--- src/hw/dgp_pkg.sv ---
package dgp_pkg;
    // ==========================================================
    // Register indices (word indices from address bits 9:2; byte offset is index times four)
    localparam logic [7:0] DGP_IDX_P1_DATA = 8'h27;
    localparam logic [7:0] DGP_IDX_P1_DIR = 8'h28;
    localparam logic [7:0] DGP_IDX_P2_DATA = 8'h29;
    localparam logic [7:0] DGP_IDX_P2_DIR = 8'h2a;
    localparam logic [7:0] DGP_IDX_ANA_EN = 8'h2d;
    localparam logic [7:0] DGP_IDX_CMP_EN = 8'h59;
    localparam logic [7:0] DGP_IDX_BITOP = 8'h60;
    // ==========================================================
    // Field layout and reset values
    localparam int DGP_P1_IN_ONLY_BIT = 4;
    localparam int DGP_P2_ANA_BIT = 0;
    localparam logic [2:0] DGP_P2_IMPL_MASK = 3'h7;
    localparam logic [7:0] DGP_DIR_RST = 8'h00;
    localparam logic [7:0] DGP_ENABLE_RST = 8'hff;
    localparam logic [7:0] DGP_LATCH_RST = 8'h00;
    localparam logic [4:0] DGP_UNIMPL_READ = 5'h00;
    localparam logic DGP_STANDBY_IN_LEVEL = 1'b0;
    // Bit operation register fields
    localparam int DGP_BITOP_SET = 7;
    localparam int DGP_BITOP_PORT = 3;
    // ==========================================================
    // Pin group carriers
    typedef struct packed {
        logic [7:0] out;
        logic [7:0] oe;
    } dgp_p1_pins_s;
    typedef struct packed {
        logic [2:0] out;
        logic [2:0] oe;
    } dgp_p2_pins_s;
endpackage

--- src/hw/dgp_port_pair.sv ---
`timescale 1ns/1ps
// Behaviour
// - Direction one drives pin, zero floats it
// - Data reads return pin levels
// - Bit set/clear modify latch, not pins
// - Data writes update latch only when byte lane zero is selected
// - Input bits: latch only, pin floats
// - Reset clears all direction bits
// - Latches undefined at reset; write first
// - Enable bits reset to one
// - Analog enable blocks digital input
// - Comparator enable blocks digital input
// - Standby float forces every driver off
// - Standby holds inputs except input-only pin
// - Port one bit four input-only
// - Port two implements bits zero-two only
// - Converter output overrides port two bits one-two
module dgp_port_pair (
    input wire logic clk_in,
    input wire logic rst_n_in,
    input wire logic wb_cyc_in,
    input wire logic wb_stb_in,
    input wire logic wb_we_in,
    input wire logic [9:0] wb_adr_in,
    input wire logic [3:0] wb_sel_in,
    input wire logic [31:0] wb_dat_in,
    output logic [31:0] wb_dat_out,
    output logic wb_ack_out,
    input wire logic standby_pin_float_in,
    input wire logic [1:0] dac_enable_in,
    input wire logic [1:0] dac_value_in,
    input wire logic [7:0] p1_pin_in,
    input wire logic [2:0] p2_pin_in,
    output dgp_pkg::dgp_p1_pins_s p1_pins_out,
    output dgp_pkg::dgp_p2_pins_s p2_pins_out,
    output logic [7:0] p1_digital_in_out,
    output logic [2:0] p2_digital_in_out
);
    import dgp_pkg::*;

    // ==========================================================
    // Pin synchronisers
    logic [7:0] p1_meta;
    logic [7:0] p1_sync;
    logic [2:0] p2_meta;
    logic [2:0] p2_sync;
    logic stby_meta;
    logic stby_sync;
    logic [1:0] dac_en_meta;
    logic [1:0] dac_en_sync;
    always_ff @(posedge clk_in or negedge rst_n_in)
    begin
        if (!rst_n_in)
        begin
            p1_meta <= 8'h00;
            p1_sync <= 8'h00;
            p2_meta <= 3'h0;
            p2_sync <= 3'h0;
            stby_meta <= 1'b0;
            stby_sync <= 1'b0;
            dac_en_meta <= 2'h0;
            dac_en_sync <= 2'h0;
        end
        else
        begin
            p1_meta <= p1_pin_in;
            p1_sync <= p1_meta;
            p2_meta <= p2_pin_in;
            p2_sync <= p2_meta;
            stby_meta <= standby_pin_float_in;
            stby_sync <= stby_meta;
            dac_en_meta <= dac_enable_in;
            dac_en_sync <= dac_en_meta;
        end
    end

    // ==========================================================
    // Register file
    logic [7:0] port_one_data_latch;
    logic [7:0] port_one_direction;
    logic [2:0] port_two_data_latch;
    logic [2:0] port_two_direction;
    logic [7:0] analog_input_enable;
    logic [7:0] comparator_input_enable;

    wire [7:0] reg_idx = wb_adr_in[9:2];
    wire bus_req = wb_cyc_in && wb_stb_in && !wb_ack_out;
    wire wr_lane = bus_req && wb_we_in && wb_sel_in[0];
    wire wr_p1_data = wr_lane && (reg_idx == DGP_IDX_P1_DATA);
    wire wr_p1_dir = wr_lane && (reg_idx == DGP_IDX_P1_DIR);
    wire wr_p2_data = wr_lane && (reg_idx == DGP_IDX_P2_DATA);
    wire wr_p2_dir = wr_lane && (reg_idx == DGP_IDX_P2_DIR);
    wire wr_ana = wr_lane && (reg_idx == DGP_IDX_ANA_EN);
    wire wr_cmp = wr_lane && (reg_idx == DGP_IDX_CMP_EN);
    wire wr_bitop = wr_lane && (reg_idx == DGP_IDX_BITOP);

    // Bit operation: bit 7 set/clear, bit 3 port, bits 2:0 bit number
    wire bitop_set = wb_dat_in[DGP_BITOP_SET];
    wire bitop_port2 = wb_dat_in[DGP_BITOP_PORT];
    wire [7:0] bitop_mask = 8'h01 << wb_dat_in[2:0];
    // Works from latch values so pins configured as inputs keep their latch
    wire [7:0] p1_bitop_val = bitop_set ? (port_one_data_latch | bitop_mask)
        : (port_one_data_latch & ~bitop_mask);
    wire [2:0] p2_bitop_val = bitop_set ? (port_two_data_latch | bitop_mask[2:0])
        : (port_two_data_latch & ~bitop_mask[2:0]);

    wire [7:0] next_p1_latch = wr_p1_data ? wb_dat_in[7:0]
        : ((wr_bitop && !bitop_port2) ? p1_bitop_val : port_one_data_latch);
    wire [2:0] next_p2_latch = wr_p2_data ? wb_dat_in[2:0]
        : ((wr_bitop && bitop_port2) ? p2_bitop_val : port_two_data_latch);

    // Latches carry no meaningful reset value; cleared only for determinism
    always_ff @(posedge clk_in or negedge rst_n_in)
    begin
        if (!rst_n_in)
        begin
            port_one_data_latch <= DGP_LATCH_RST;
            port_two_data_latch <= DGP_LATCH_RST[2:0];
        end
        else
        begin
            port_one_data_latch <= next_p1_latch;
            port_two_data_latch <= next_p2_latch;
        end
    end

    always_ff @(posedge clk_in or negedge rst_n_in)
    begin
        if (!rst_n_in)
        begin
            port_one_direction <= DGP_DIR_RST;
            port_two_direction <= DGP_DIR_RST[2:0];
            analog_input_enable <= DGP_ENABLE_RST;
            comparator_input_enable <= DGP_ENABLE_RST;
        end
        else
        begin
            if (wr_p1_dir)
                port_one_direction <= wb_dat_in[7:0];
            if (wr_p2_dir)
                port_two_direction <= wb_dat_in[2:0] & DGP_P2_IMPL_MASK;
            if (wr_ana)
                analog_input_enable <= wb_dat_in[7:0];
            if (wr_cmp)
                comparator_input_enable <= wb_dat_in[7:0];
        end
    end

    // ==========================================================
    // Pin drive
    // Bit four has no driver at all; its direction bit is storage only
    wire [7:0] p1_in_only = 8'h01 << DGP_P1_IN_ONLY_BIT;
    wire [7:0] next_p1_oe = stby_sync ? 8'h00
        : (port_one_direction & ~p1_in_only);
    wire [7:0] next_p1_out = port_one_data_latch & next_p1_oe;
    wire [2:0] dac_bits = {dac_en_sync, 1'b0};
    wire [2:0] dac_vals = {dac_value_in, 1'b0};
    wire [2:0] next_p2_oe = stby_sync ? 3'h0
        : (port_two_direction | dac_bits);
    wire [2:0] next_p2_out = (dac_bits & dac_vals)
        | (~dac_bits & port_two_data_latch & next_p2_oe);

    // ==========================================================
    // Digital input gating
    // Blocking the buffer avoids crowbar current on mid-rail analog levels
    wire [7:0] p1_block = analog_input_enable | comparator_input_enable;
    wire p2_block0 = analog_input_enable[DGP_P2_ANA_BIT];
    wire [7:0] p1_hold = stby_sync ? ~p1_in_only : 8'h00;
    wire [7:0] next_p1_dig = (p1_sync & ~p1_block & ~p1_hold)
        | ({8{DGP_STANDBY_IN_LEVEL}} & p1_hold);
    wire [2:0] p2_mask = {2'b00, p2_block0} | (stby_sync ? 3'h7 : 3'h0);
    wire [2:0] next_p2_dig = p2_sync & ~p2_mask;

    always_ff @(posedge clk_in or negedge rst_n_in)
    begin
        if (!rst_n_in)
        begin
            p1_pins_out <= '0;
            p2_pins_out <= '0;
            p1_digital_in_out <= 8'h00;
            p2_digital_in_out <= 3'h0;
        end
        else
        begin
            p1_pins_out <= '{out: next_p1_out, oe: next_p1_oe};
            p2_pins_out <= '{out: next_p2_out, oe: next_p2_oe};
            p1_digital_in_out <= next_p1_dig;
            p2_digital_in_out <= next_p2_dig;
        end
    end

    // ==========================================================
    // Read path and acknowledge
    wire [7:0] rd_p2_data = {DGP_UNIMPL_READ, p2_sync};
    wire [7:0] rd_p2_dir = {DGP_UNIMPL_READ, port_two_direction};
    wire [7:0] rd_sel =
        (reg_idx == DGP_IDX_P1_DATA) ? p1_sync :
        (reg_idx == DGP_IDX_P1_DIR) ? port_one_direction :
        (reg_idx == DGP_IDX_P2_DATA) ? rd_p2_data :
        (reg_idx == DGP_IDX_P2_DIR) ? rd_p2_dir :
        (reg_idx == DGP_IDX_ANA_EN) ? analog_input_enable :
        (reg_idx == DGP_IDX_CMP_EN) ? comparator_input_enable : 8'h00;

    always_ff @(posedge clk_in or negedge rst_n_in)
    begin
        if (!rst_n_in)
        begin
            wb_ack_out <= 1'b0;
            wb_dat_out <= 32'h00000000;
        end
        else
        begin
            wb_ack_out <= bus_req;
            wb_dat_out <= (bus_req && !wb_we_in) ? {24'h000000, rd_sel} : 32'h00000000;
        end
    end

    // ==========================================================
    // Checks
    dir_reset_a: assert property (@(posedge clk_in)
        $rose(rst_n_in) |-> (port_one_direction == DGP_DIR_RST
        && port_two_direction == DGP_DIR_RST[2:0]))
        else $error("direction not cleared by reset");
    enable_reset_a: assert property (@(posedge clk_in)
        $rose(rst_n_in) |-> (analog_input_enable == DGP_ENABLE_RST
        && comparator_input_enable == DGP_ENABLE_RST))
        else $error("input enables not set by reset");
    dir_write_a: assert property (@(posedge clk_in) disable iff (!rst_n_in)
        wr_p1_dir |=> port_one_direction == $past(wb_dat_in[7:0]))
        else $error("direction write lost");
    ana_write_a: assert property (@(posedge clk_in) disable iff (!rst_n_in)
        wr_ana |=> analog_input_enable == $past(wb_dat_in[7:0]))
        else $error("analog enable write lost");
    cmp_write_a: assert property (@(posedge clk_in) disable iff (!rst_n_in)
        wr_cmp |=> comparator_input_enable == $past(wb_dat_in[7:0]))
        else $error("comparator enable write lost");
    latch_write_a: assert property (@(posedge clk_in) disable iff (!rst_n_in)
        wr_p1_data |=> port_one_data_latch == $past(wb_dat_in[7:0]))
        else $error("latch not updated by write");
    p2_latch_write_a: assert property (@(posedge clk_in) disable iff (!rst_n_in)
        wr_p2_data |=> port_two_data_latch == $past(wb_dat_in[2:0]))
        else $error("port two latch not updated by write");
    bitop_keep_a: assert property (@(posedge clk_in) disable iff (!rst_n_in)
        (wr_bitop && !bitop_port2) |=>
        ((port_one_data_latch ^ $past(port_one_data_latch)) & ~$past(bitop_mask)) == 8'h00)
        else $error("bit operation touched other latch bits");
    bitop_set_a: assert property (@(posedge clk_in) disable iff (!rst_n_in)
        (wr_bitop && !bitop_port2 && bitop_set) |=>
        (port_one_data_latch & $past(bitop_mask)) == $past(bitop_mask))
        else $error("bit set did not reach latch");
    read_pin_a: assert property (@(posedge clk_in) disable iff (!rst_n_in)
        (bus_req && !wb_we_in && reg_idx == DGP_IDX_P1_DATA) |=>
        (wb_ack_out && wb_dat_out[7:0] == $past(p1_sync)))
        else $error("data read not pin level");
    read_p2_pin_a: assert property (@(posedge clk_in) disable iff (!rst_n_in)
        (bus_req && !wb_we_in && reg_idx == DGP_IDX_P2_DATA) |=>
        (wb_ack_out && wb_dat_out[2:0] == $past(p2_sync)))
        else $error("port two data read not pin level");
    p2_upper_a: assert property (@(posedge clk_in) disable iff (!rst_n_in)
        wb_ack_out |-> wb_dat_out[31:8] == 24'h000000)
        else $error("upper read bits not zero");
    p2_dir_upper_a: assert property (@(posedge clk_in) disable iff (!rst_n_in)
        (bus_req && !wb_we_in && reg_idx == DGP_IDX_P2_DIR) |=>
        wb_dat_out[7:3] == DGP_UNIMPL_READ)
        else $error("unimplemented direction bits not constant");

    // ==========================================================
    // Checks: pins
    standby_float_a: assert property (@(posedge clk_in) disable iff (!rst_n_in)
        stby_sync |=> (p1_pins_out.oe == 8'h00 && p2_pins_out.oe == 3'h0))
        else $error("driver on during standby float");
    in_only_a: assert property (@(posedge clk_in) disable iff (!rst_n_in)
        p1_pins_out.oe[DGP_P1_IN_ONLY_BIT] == 1'b0)
        else $error("input-only pin driven");
    dir_drive_a: assert property (@(posedge clk_in)
        disable iff (!rst_n_in) (!stby_sync && port_one_direction[0]) |=>
        (p1_pins_out.oe[0] && p1_pins_out.out[0] == $past(port_one_data_latch[0])))
        else $error("output bit not driven from latch");
    p2_drive_a: assert property (@(posedge clk_in)
        disable iff (!rst_n_in) (!stby_sync && port_two_direction[0]) |=>
        (p2_pins_out.oe[0] && p2_pins_out.out[0] == $past(port_two_data_latch[0])))
        else $error("port two output bit not driven from latch");
    input_float_a: assert property (@(posedge clk_in) disable iff (!rst_n_in)
        !port_one_direction[1] |=> !p1_pins_out.oe[1])
        else $error("input bit driven");
    p2_float_a: assert property (@(posedge clk_in) disable iff (!rst_n_in)
        !port_two_direction[0] |=> !p2_pins_out.oe[0])
        else $error("port two input bit driven");
    block_in_a: assert property (@(posedge clk_in) disable iff (!rst_n_in)
        (analog_input_enable[5] && !stby_sync) |=> p1_digital_in_out[5] == 1'b0)
        else $error("digital input not blocked");
    cmp_block_a: assert property (@(posedge clk_in) disable iff (!rst_n_in)
        (comparator_input_enable[7] && !stby_sync) |=> !p1_digital_in_out[7])
        else $error("digital input not blocked by comparator enable");
    p2_ana_block_a: assert property (@(posedge clk_in) disable iff (!rst_n_in)
        analog_input_enable[DGP_P2_ANA_BIT] |=> !p2_digital_in_out[DGP_P2_ANA_BIT])
        else $error("port two digital input not blocked");
    standby_hold_a: assert property (@(posedge clk_in) disable iff (!rst_n_in)
        stby_sync |=> (p1_digital_in_out & ~p1_in_only)
        == ({8{DGP_STANDBY_IN_LEVEL}} & ~p1_in_only))
        else $error("digital inputs not held in standby");
    in_only_pass_a: assert property (@(posedge clk_in)
        disable iff (!rst_n_in)
        (!analog_input_enable[DGP_P1_IN_ONLY_BIT] && !comparator_input_enable[DGP_P1_IN_ONLY_BIT])
        |=> p1_digital_in_out[DGP_P1_IN_ONLY_BIT] == $past(p1_sync[DGP_P1_IN_ONLY_BIT]))
        else $error("input-only pin not passed to peripherals");
    dac_prio_a: assert property (@(posedge clk_in) disable iff (!rst_n_in)
        (dac_en_sync[0] && !stby_sync) |=> p2_pins_out.oe[1])
        else $error("converter output not driving");
    dac_value_a: assert property (@(posedge clk_in) disable iff (!rst_n_in)
        (dac_en_sync[1] && !stby_sync) |=>
        p2_pins_out.out[2] == $past(dac_value_in[1]))
        else $error("converter value not on pin");
    write_cov_c: cover property (@(posedge clk_in) wr_p1_data);
    bitop_cov_c: cover property (@(posedge clk_in) wr_bitop && bitop_port2);
    stby_cov_c: cover property (@(posedge clk_in) stby_sync && port_one_direction != 8'h00);
    dac_cov_c: cover property (@(posedge clk_in) dac_en_sync != 2'h0);
    ana_cov_c: cover property (@(posedge clk_in) analog_input_enable[0] && p2_sync[0]);
endmodule

--- config.mk ---
export PLATFORM = sky130hd
export DESIGN_NAME = dgp_port_pair
export DESIGN_NICKNAME = d
export VERILOG_FILES = /design/src/hw/dgp_pkg.sv /design/src/hw/dgp_port_pair.sv
export SDC_FILE = /design/constraint.sdc
export NUM_CORES = 1
export LEC_CHECK = 0
export ABC_AREA = 1
export BUFFER_PORTS_ARGS = -buffer_cell sky130_fd_sc_hd__buf_2
export CAP_MARGIN = 20
export CORE_MARGIN = 10
export CORE_UTILIZATION = 31
export CTS_BUF_LIST = sky130_fd_sc_hd__clkbuf_4
export CTS_CLUSTER_SIZE = 30
export DETAILED_ROUTE_END_ITERATION = 7
export PLACE_DENSITY = 0.59
export SLEW_MARGIN = 25
export SYNTH_ARGS = -nofsm -noshare
export SYNTH_HDL_FRONTEND = slang
export SYNTH_SLANG_ARGS = --single-unit
--- constraint.sdc ---
create_clock -name clk_in -period 1.8 [get_ports clk_in]
set_input_delay 0.09 -clock clk_in [delete_from_list [all_inputs] [get_ports clk_in]]
set_output_delay 0.09 -clock clk_in [all_outputs]
set_load 0.01 [all_outputs]
==> run_results.csv, run 1 <==
group,metric,value,unit
run_status,status,"finished clean",
synthesis,synth_compound_area_share,6.28,%
clock_network,clockRootBuffer,"clkbuf_4",
routing,num_vias,3411,
sta,worst_pin_slew,0.511,ns
synthesis,syn_area,4420,sq um
setup_path,criticalPathCategory,"reg -> reg",
sta,max_freq,0.613,GHz
placement,dpl_cell_area,4940,sq um
final_layout,fin_nets,657,
routing,drc,0,
synthesis,yosysWarnings,0,
routing,vias_per_cell,4.40,
final_layout,diodes,0,
synthesis,synth_xor_xnor_area_share,0,%
floorplanning,io-pin-count,133,
sta,fin_setup_tns,0,ns
routing,drt_first_pass_iters,5,
synthesis,yosys.area_share.simple,23.2,%
setup_path,cp_cell_sequence,"inv_1 -> nand3_2 -> nor2_4 -> buf_4 -> inv_2 -> nor2_4 -> nand2_1 -> o21ai_0",
setup_path,slowest_stage,"dfrtp_1",
placement,gp_congestion,0.857,
synthesis,synth_top_family_by_area,"simple AND/OR/NAND/NOR gates",
power_and_ir_drop,ir_drop,487,uV
final_layout,synthToLayoutAreaGrowth,21.8,%
placement,numPortBuffers,77,
setup_path,cp_top_family,"simple AND/OR/NAND/NOR gates",
final_layout,layout_common_cells,"nand2_1, dfrtp_1, buf_2, inv_1, nor2_1",
setup_path,start_kind,"register",
routing,antenna_left,0,
sta,holdWs,0.0738,ns
floorplanning,fp.dieArea,19400,sq um
clock_network,cts_tree,"yes",
final_layout,drive_gt1_share,22.7,%
floorplanning,core_area,13900,sq um
sta,period_minus_slack,1.63,ns
routing,wl,11100,um
synthesis,synth_area_per_cell,9.23,sq um
floorplanning,num_rows,43,
sta,finClkSkew,0.0233,ns
clock_network,clock-sinks,105,
clock_network,cts_made_buffers,9,
floorplanning,die_h,139,um
setup_path,path_buf_inv,3,
final_layout,fillers,1383,
sta,slew_headroom,65.9,%
final_layout,final_common_cell,"nand2_1",
synthesis,ys_ff_latch,105,
routing,drt-initial-drc-count,256,
setup_path,slowest_delay,0.42,ns
final_layout,final_cell_area,5380,sq um
sta,fin_crit_sh,90.7,%
global_routing,antenna_found_initial,0,
clock_network,clkLatencyLatePin,0.46,ns
clock_network,clkSlewWorstSetupHoldPaths,0.16,ns
floorplanning,die_x,139,um
clock_network,cts_setup_buffers,0,
placement,dp_hpwl,8290,um
setup_path,cp_data_arrival_time,2.02,ns
global_routing,grt_max_degree,40,
power_and_ir_drop,powerDensity,759,nW/um^2
synthesis,synth_fa_ha_area_share,0,%
clock_network,cts_buffer_depth,2,
sta,slew_viol_final,0,
sta,setup_viol,0,
synthesis,syn_inst,479,
setup_path,crit_path_max_fanout,16,
synthesis,synth_mux_area_share,0,%
sta,rsz0062_at_grt,"false",
routing,routedWlPerCell,14.3,um
synthesis,synth.distinct_cells,27,
clock_network,htreeDepth,3,
global_routing,grt_overflow,0,
worst_hold_path,worst_hold_path_type,"in -> reg",
setup_path,crit_required,2.19,ns
global_routing,grt_pass1_vias,3628,
flow_run,drv_cap,0,
setup_path,cp-end-kind,"register",
sta,hold_viol_final,0,
floorplanning,start_util,31.7,%
power_and_ir_drop,leakagePower,2.87,nW
global_routing,grtUsageTotal,11.4,%
global_routing,grt_pass1_wl,18300,um
setup_path,crit_path_frequent_cell,"nor2_4",
synthesis,seq_area_frac_synth,59.9,%
area by class of cell:
type	instances	area (sq um)	share of cell area (%)
Tap cell	180	225	4.18
Timing Repair Buffer	111	736	13.7
Clock inverter	7	93.8	1.74
Inverter	55	206	3.83
Multi-Input combinational cell	308	1410	26.1
Sequential cell	105	2650	49.2
Clock buffer	9	67.6	1.25
through the flow:
| stage | utilization, % | setup slack [ns] | std cells | power (mW) |
|---|---|---|---|---|
| after floorplan | - | 0.423 | 504 | 2.63 |
| after global placement | 35.5 | 0.223 | 732 | 2.75 |
| after detailed placement | 35.5 | 0.184 | 732 | 2.75 |
| after CTS | 38.6 | 0.156 | 775 | 4.15 |
| after global routing | 38.6 | 0.000165 | 775 | 4.29 |
| final | 38.6 | 0.168 | 775 | 4.09 |
path summary, 6_finish.rpt:
check	cells after the start	slack (ns)	startpoint	to
max	8	0.17	wb_ack_out$_DFF_PN0_	analog_input_enable[3]$_DFFE_PN1P_
min	5	0.07	wb_we_in	wb_dat_out[7]$_DFF_PN0_
max reg2reg	8	0.17	wb_ack_out$_DFF_PN0_	analog_input_enable[3]$_DFFE_PN1P_
min reg2reg	0	0.36	p1_meta[0]$_DFF_PN0_	p1_sync[0]$_DFF_PN0_
max in group asynchronous	3	1.03	rst_n_in	analog_input_enable[5]$_DFFE_PN1P_
min in group asynchronous	2	0.13	rst_n_in	p2_pins_out[4]$_DFF_PN0_
per-layer routing:
layer  share of wire (%)  vias to the layer above  global-route usage, %
met3                 6.8                       11                   3.67
met2                  46                      111                   18.1
li1                    -                     1679                      -
met5                   0                        -                      0
met1                  47                     1610                   14.7
met4                 1.0                        0                   2.97
cells by family after synthesis:
kind of cell / after synthesis
AND/OR/NAND/NOR: 227
flip-flops: 105
AO/OA/AOI/OAI: 55
other: 1
buffers and inverters: 91
synthesized netlist by cell type, drive strengths merged:
cell type	number	area, sq um
conb	1	3.75
dfstp	16	420
inv	55	206
clkbuf	2	7.51
o21ai	48	240
dfrtp	89	2230
o22ai	2	12.5
nand3b	2	15.0
and3	7	43.8
nor2	48	224
nand2	118	460
nand4	3	18.8
nor3b	1	7.51
nand3	37	195
a21oi	5	25.0
nor3	11	60.1
buf	34	253
repair_timing:
action | in CTS | in global routing
gates resized for setup | 0 | 1
hold buffers | 27 | 0
hold endpoints to repair | 126 | 0
endpoints found under the setup margin | 0 | 1
flip-flops by register name, summed over array words and instances, names as in the netlist, named ones only:
signal / flops
p2_meta: 3
port_one_direction: 8
comparator_input_enable: 8
p1_meta: 8
p1_sync: 8
dac_en_sync: 2
p2_digital_in_out: 3
stby_sync: 1
dac_en_meta: 2
analog_input_enable: 8
stby_meta: 1
p2_sync: 3
wb_ack_out: 1
wb_dat_out: 8
p2_pins_out: 6
p1_digital_in_out: 8
port_two_direction: 3
p1_pins_out: 14
worst register-to-register path: cells and delay by family (launching register included):
family,cells,cell delay (ns)
simple gates,4,0.69
flops,1,0.42
buf+inv,3,0.37
compound gates,1,0.09
where the power goes:
group	leakage (nW)	switching [mW]	internal, mW
Combinational	1.47	0.206	0.116
Clock	0.0839	0.767	0.564
Sequential	1.31	0.0192	2.41
(Power assumes the default switching activity.)
==> run 2: changes to the inputs <==
--- a/config.mk
+++ b/config.mk
@@ -8,6 +8,7 @@
 export ABC_AREA = 1
 export BUFFER_PORTS_ARGS = -buffer_cell sky130_fd_sc_hd__buf_2
 export CAP_MARGIN = 20
+export CORE_ASPECT_RATIO = 1.1
 export CORE_MARGIN = 10
 export CORE_UTILIZATION = 31
 export CTS_BUF_LIST = sky130_fd_sc_hd__clkbuf_4
==> run 2 against run 1 <==
Effect of this change:
- sequential power is essentially flat
- via count is 0.50% lower
- clock power up 11%
- worst hold slack gained 0.035 ns
- power is 3.4% higher
- first-iteration DRC count decreased by 41%
- non-clock buffer count stayed put
- wire length decreased by 0.43%
- largest cell class unchanged
- largest power group unchanged
==> run_results.csv, run 2 (synthesized netlist as in run 1, its figures left out) <==
group,metric,value,unit
run_status,status,"finished clean",
power_and_ir_drop,powerDensity,783,nW/um^2
setup_path,crit_required,2.22,ns
clock_network,clock-sinks,105,
setup_path,cp_cell_sequence,"inv_1 -> nand3_2 -> nor2_4 -> buf_4 -> inv_2 -> nor2_4 -> nor2_1 -> a21oi_1",
clock_network,cts_buffer_depth,2,
sta,fin_setup_tns,0,ns
clock_network,cts_tree,"yes",
setup_path,crit_path_max_fanout,16,
global_routing,grt_pass1_wl,17700,um
final_layout,synthToLayoutAreaGrowth,22.1,%
final_layout,largest-register,"p1_pins_out",
floorplanning,die_x,134,um
final_layout,multi_input_area,1400,sq um
sta,finClkSkew,0.0278,ns
sta,hold_viol_final,0,
final_layout,final_common_cell,"nand2_1",
setup_path,cp_data_arrival_time,1.99,ns
power_and_ir_drop,ir_drop,329,uV
floorplanning,core_area,13900,sq um
sta,setup_viol,0,
floorplanning,start_util,31.8,%
placement,gp_congestion,0.849,
power_and_ir_drop,leakagePower,2.88,nW
clock_network,htreeDepth,3,
final_layout,largest_reg_flops,14,
final_layout,drive_gt1_share,22.7,%
placement,dpl_cell_area,4930,sq um
setup_path,slowest_delay,0.42,ns
final_layout,final_cell_area,5400,sq um
global_routing,antenna_found_initial,0,
power_and_ir_drop,power.total,4.23,mW
final_layout,layout_common_cells,"nand2_1, dfrtp_1, buf_2, inv_1, nor2_1",
setup_path,criticalPathCategory,"reg -> reg",
sta,slew_viol_final,0,
global_routing,grtUsageTotal,11.4,%
setup_path,cp-end-kind,"register",
final_layout,regArea,2650,sq um
routing,routedWlPerCell,14.1,um
placement,dp_hpwl,8180,um
routing,vias_per_cell,4.33,
sta,rsz0062_at_grt,"false",
floorplanning,die_h,145,um
clock_network,clkLatencyLatePin,0.49,ns
routing,num_vias,3394,
flow_run,drv_cap,0,
final_layout,final_core_util,38.8,%
setup_path,crit_path_frequent_cell,"nor2_4",
clock_network,cts_made_buffers,9,
sta,period_minus_slack,1.57,ns
setup_path,slowest_stage,"dfrtp_1",
clock_network,cts_setup_buffers,0,
final_layout,diodes,0,
floorplanning,fp.dieArea,19400,sq um
final_layout,fin_nets,657,
final_layout,fillers,1449,
worst_hold_path,worst_hold_path_type,"in -> async",
sta,max_freq,0.636,GHz
clock_network,clockRootBuffer,"clkbuf_4",
floorplanning,io-pin-count,133,
setup_path,reg2reg_depth,8,
global_routing,grt_overflow,0,
routing,drc,0,
floorplanning,num_rows,45,
setup_path,start_kind,"register",
global_routing,grt_pass1_vias,3503,
sta,fin_crit_sh,87.4,%
routing,drt_first_pass_iters,4,
global_routing,grt_max_degree,51,
routing,drt-initial-drc-count,152,
routing,antenna_left,0,
clock_network,clkSlewWorstSetupHoldPaths,0.15,ns
routing,wl,11000,um
placement,numPortBuffers,77,
==> run 2: layout make-up <==
| type | instances | area share, % |
|---|---|---|
| clock buffers | 10 | 1.39 |
| repair buffers | 111 | 13.4 |
| multi-input cells | 308 | 25.9 |
| clock inverters | 6 | 1.99 |
| well taps | 188 | 4.36 |
| inverters | 55 | 3.82 |
| flip-flops and latches | 105 | 49.0 |
==> run 2: final timing paths <==
check | endpoint | startpoint | slack [ns]
min in group clk_in | register | wb_adr_in[8] | 0.13
worst max register to register | analog_input_enable[1]$_DFFE_PN1P_ | wb_ack_out$_DFF_PN0_ | 0.23
max in group asynchronous | analog_input_enable[0]$_DFFE_PN1P_ | rst_n_in | 1.01
worst min register to register | p1_sync[6]$_DFF_PN0_ | p1_meta[6]$_DFF_PN0_ | 0.36
worst min-delay path | p1_pins_out[15]$_DFF_PN0_ | rst_n_in | 0.11
worst max-delay path | analog_input_enable[1]$_DFFE_PN1P_ | wb_ack_out$_DFF_PN0_ | 0.23
==> run 2: power by group <==
part           internal (mW)  switching [mW]
Sequential              2.41          0.0188
Combinational          0.114           0.204
Clock                  0.714           0.763
==> run 2: metal layers <==
layer  vias to the layer above  routed length, um  track usage, %
met3                        14                711            4.52
met4                         0                144            3.59
met1                      1606               4830            13.3
li1                       1683                  -               -
met2                        91               5360            18.8
met5                         -                  0               0
==> run 2: timing repair <==
action | 4_1_cts | 5_1_grt
hold buffers | 28 | 0
gates resized for setup | 0 | 0
endpoints found under the hold margin | 124 | 0
==> run 2: worst max-delay path: cells and delay by family, from the launching register on <==
kind | cells | cell delay [ns]
AND/OR/NAND/NOR | 4 | 0.58
flip-flops | 1 | 0.42
buffers and inverters | 3 | 0.37
AO/OA/AOI/OAI | 1 | 0.13
==> run 2: through the flow <==
| stage | hold WS [ns] | worst slack [ns] | std cells |
|---|---|---|---|
| 2_1_floorplan | -0.206 | 0.423 | 504 |
| 3_3_place_gp | 0.0820 | 0.284 | 739 |
| 3_5_place_dp | 0.0895 | 0.252 | 739 |
| 4_1_cts | 0.0733 | 0.205 | 783 |
| 5_1_grt | 0.0867 | 0.0863 | 783 |
| 6_report | 0.108 | 0.227 | 783 |
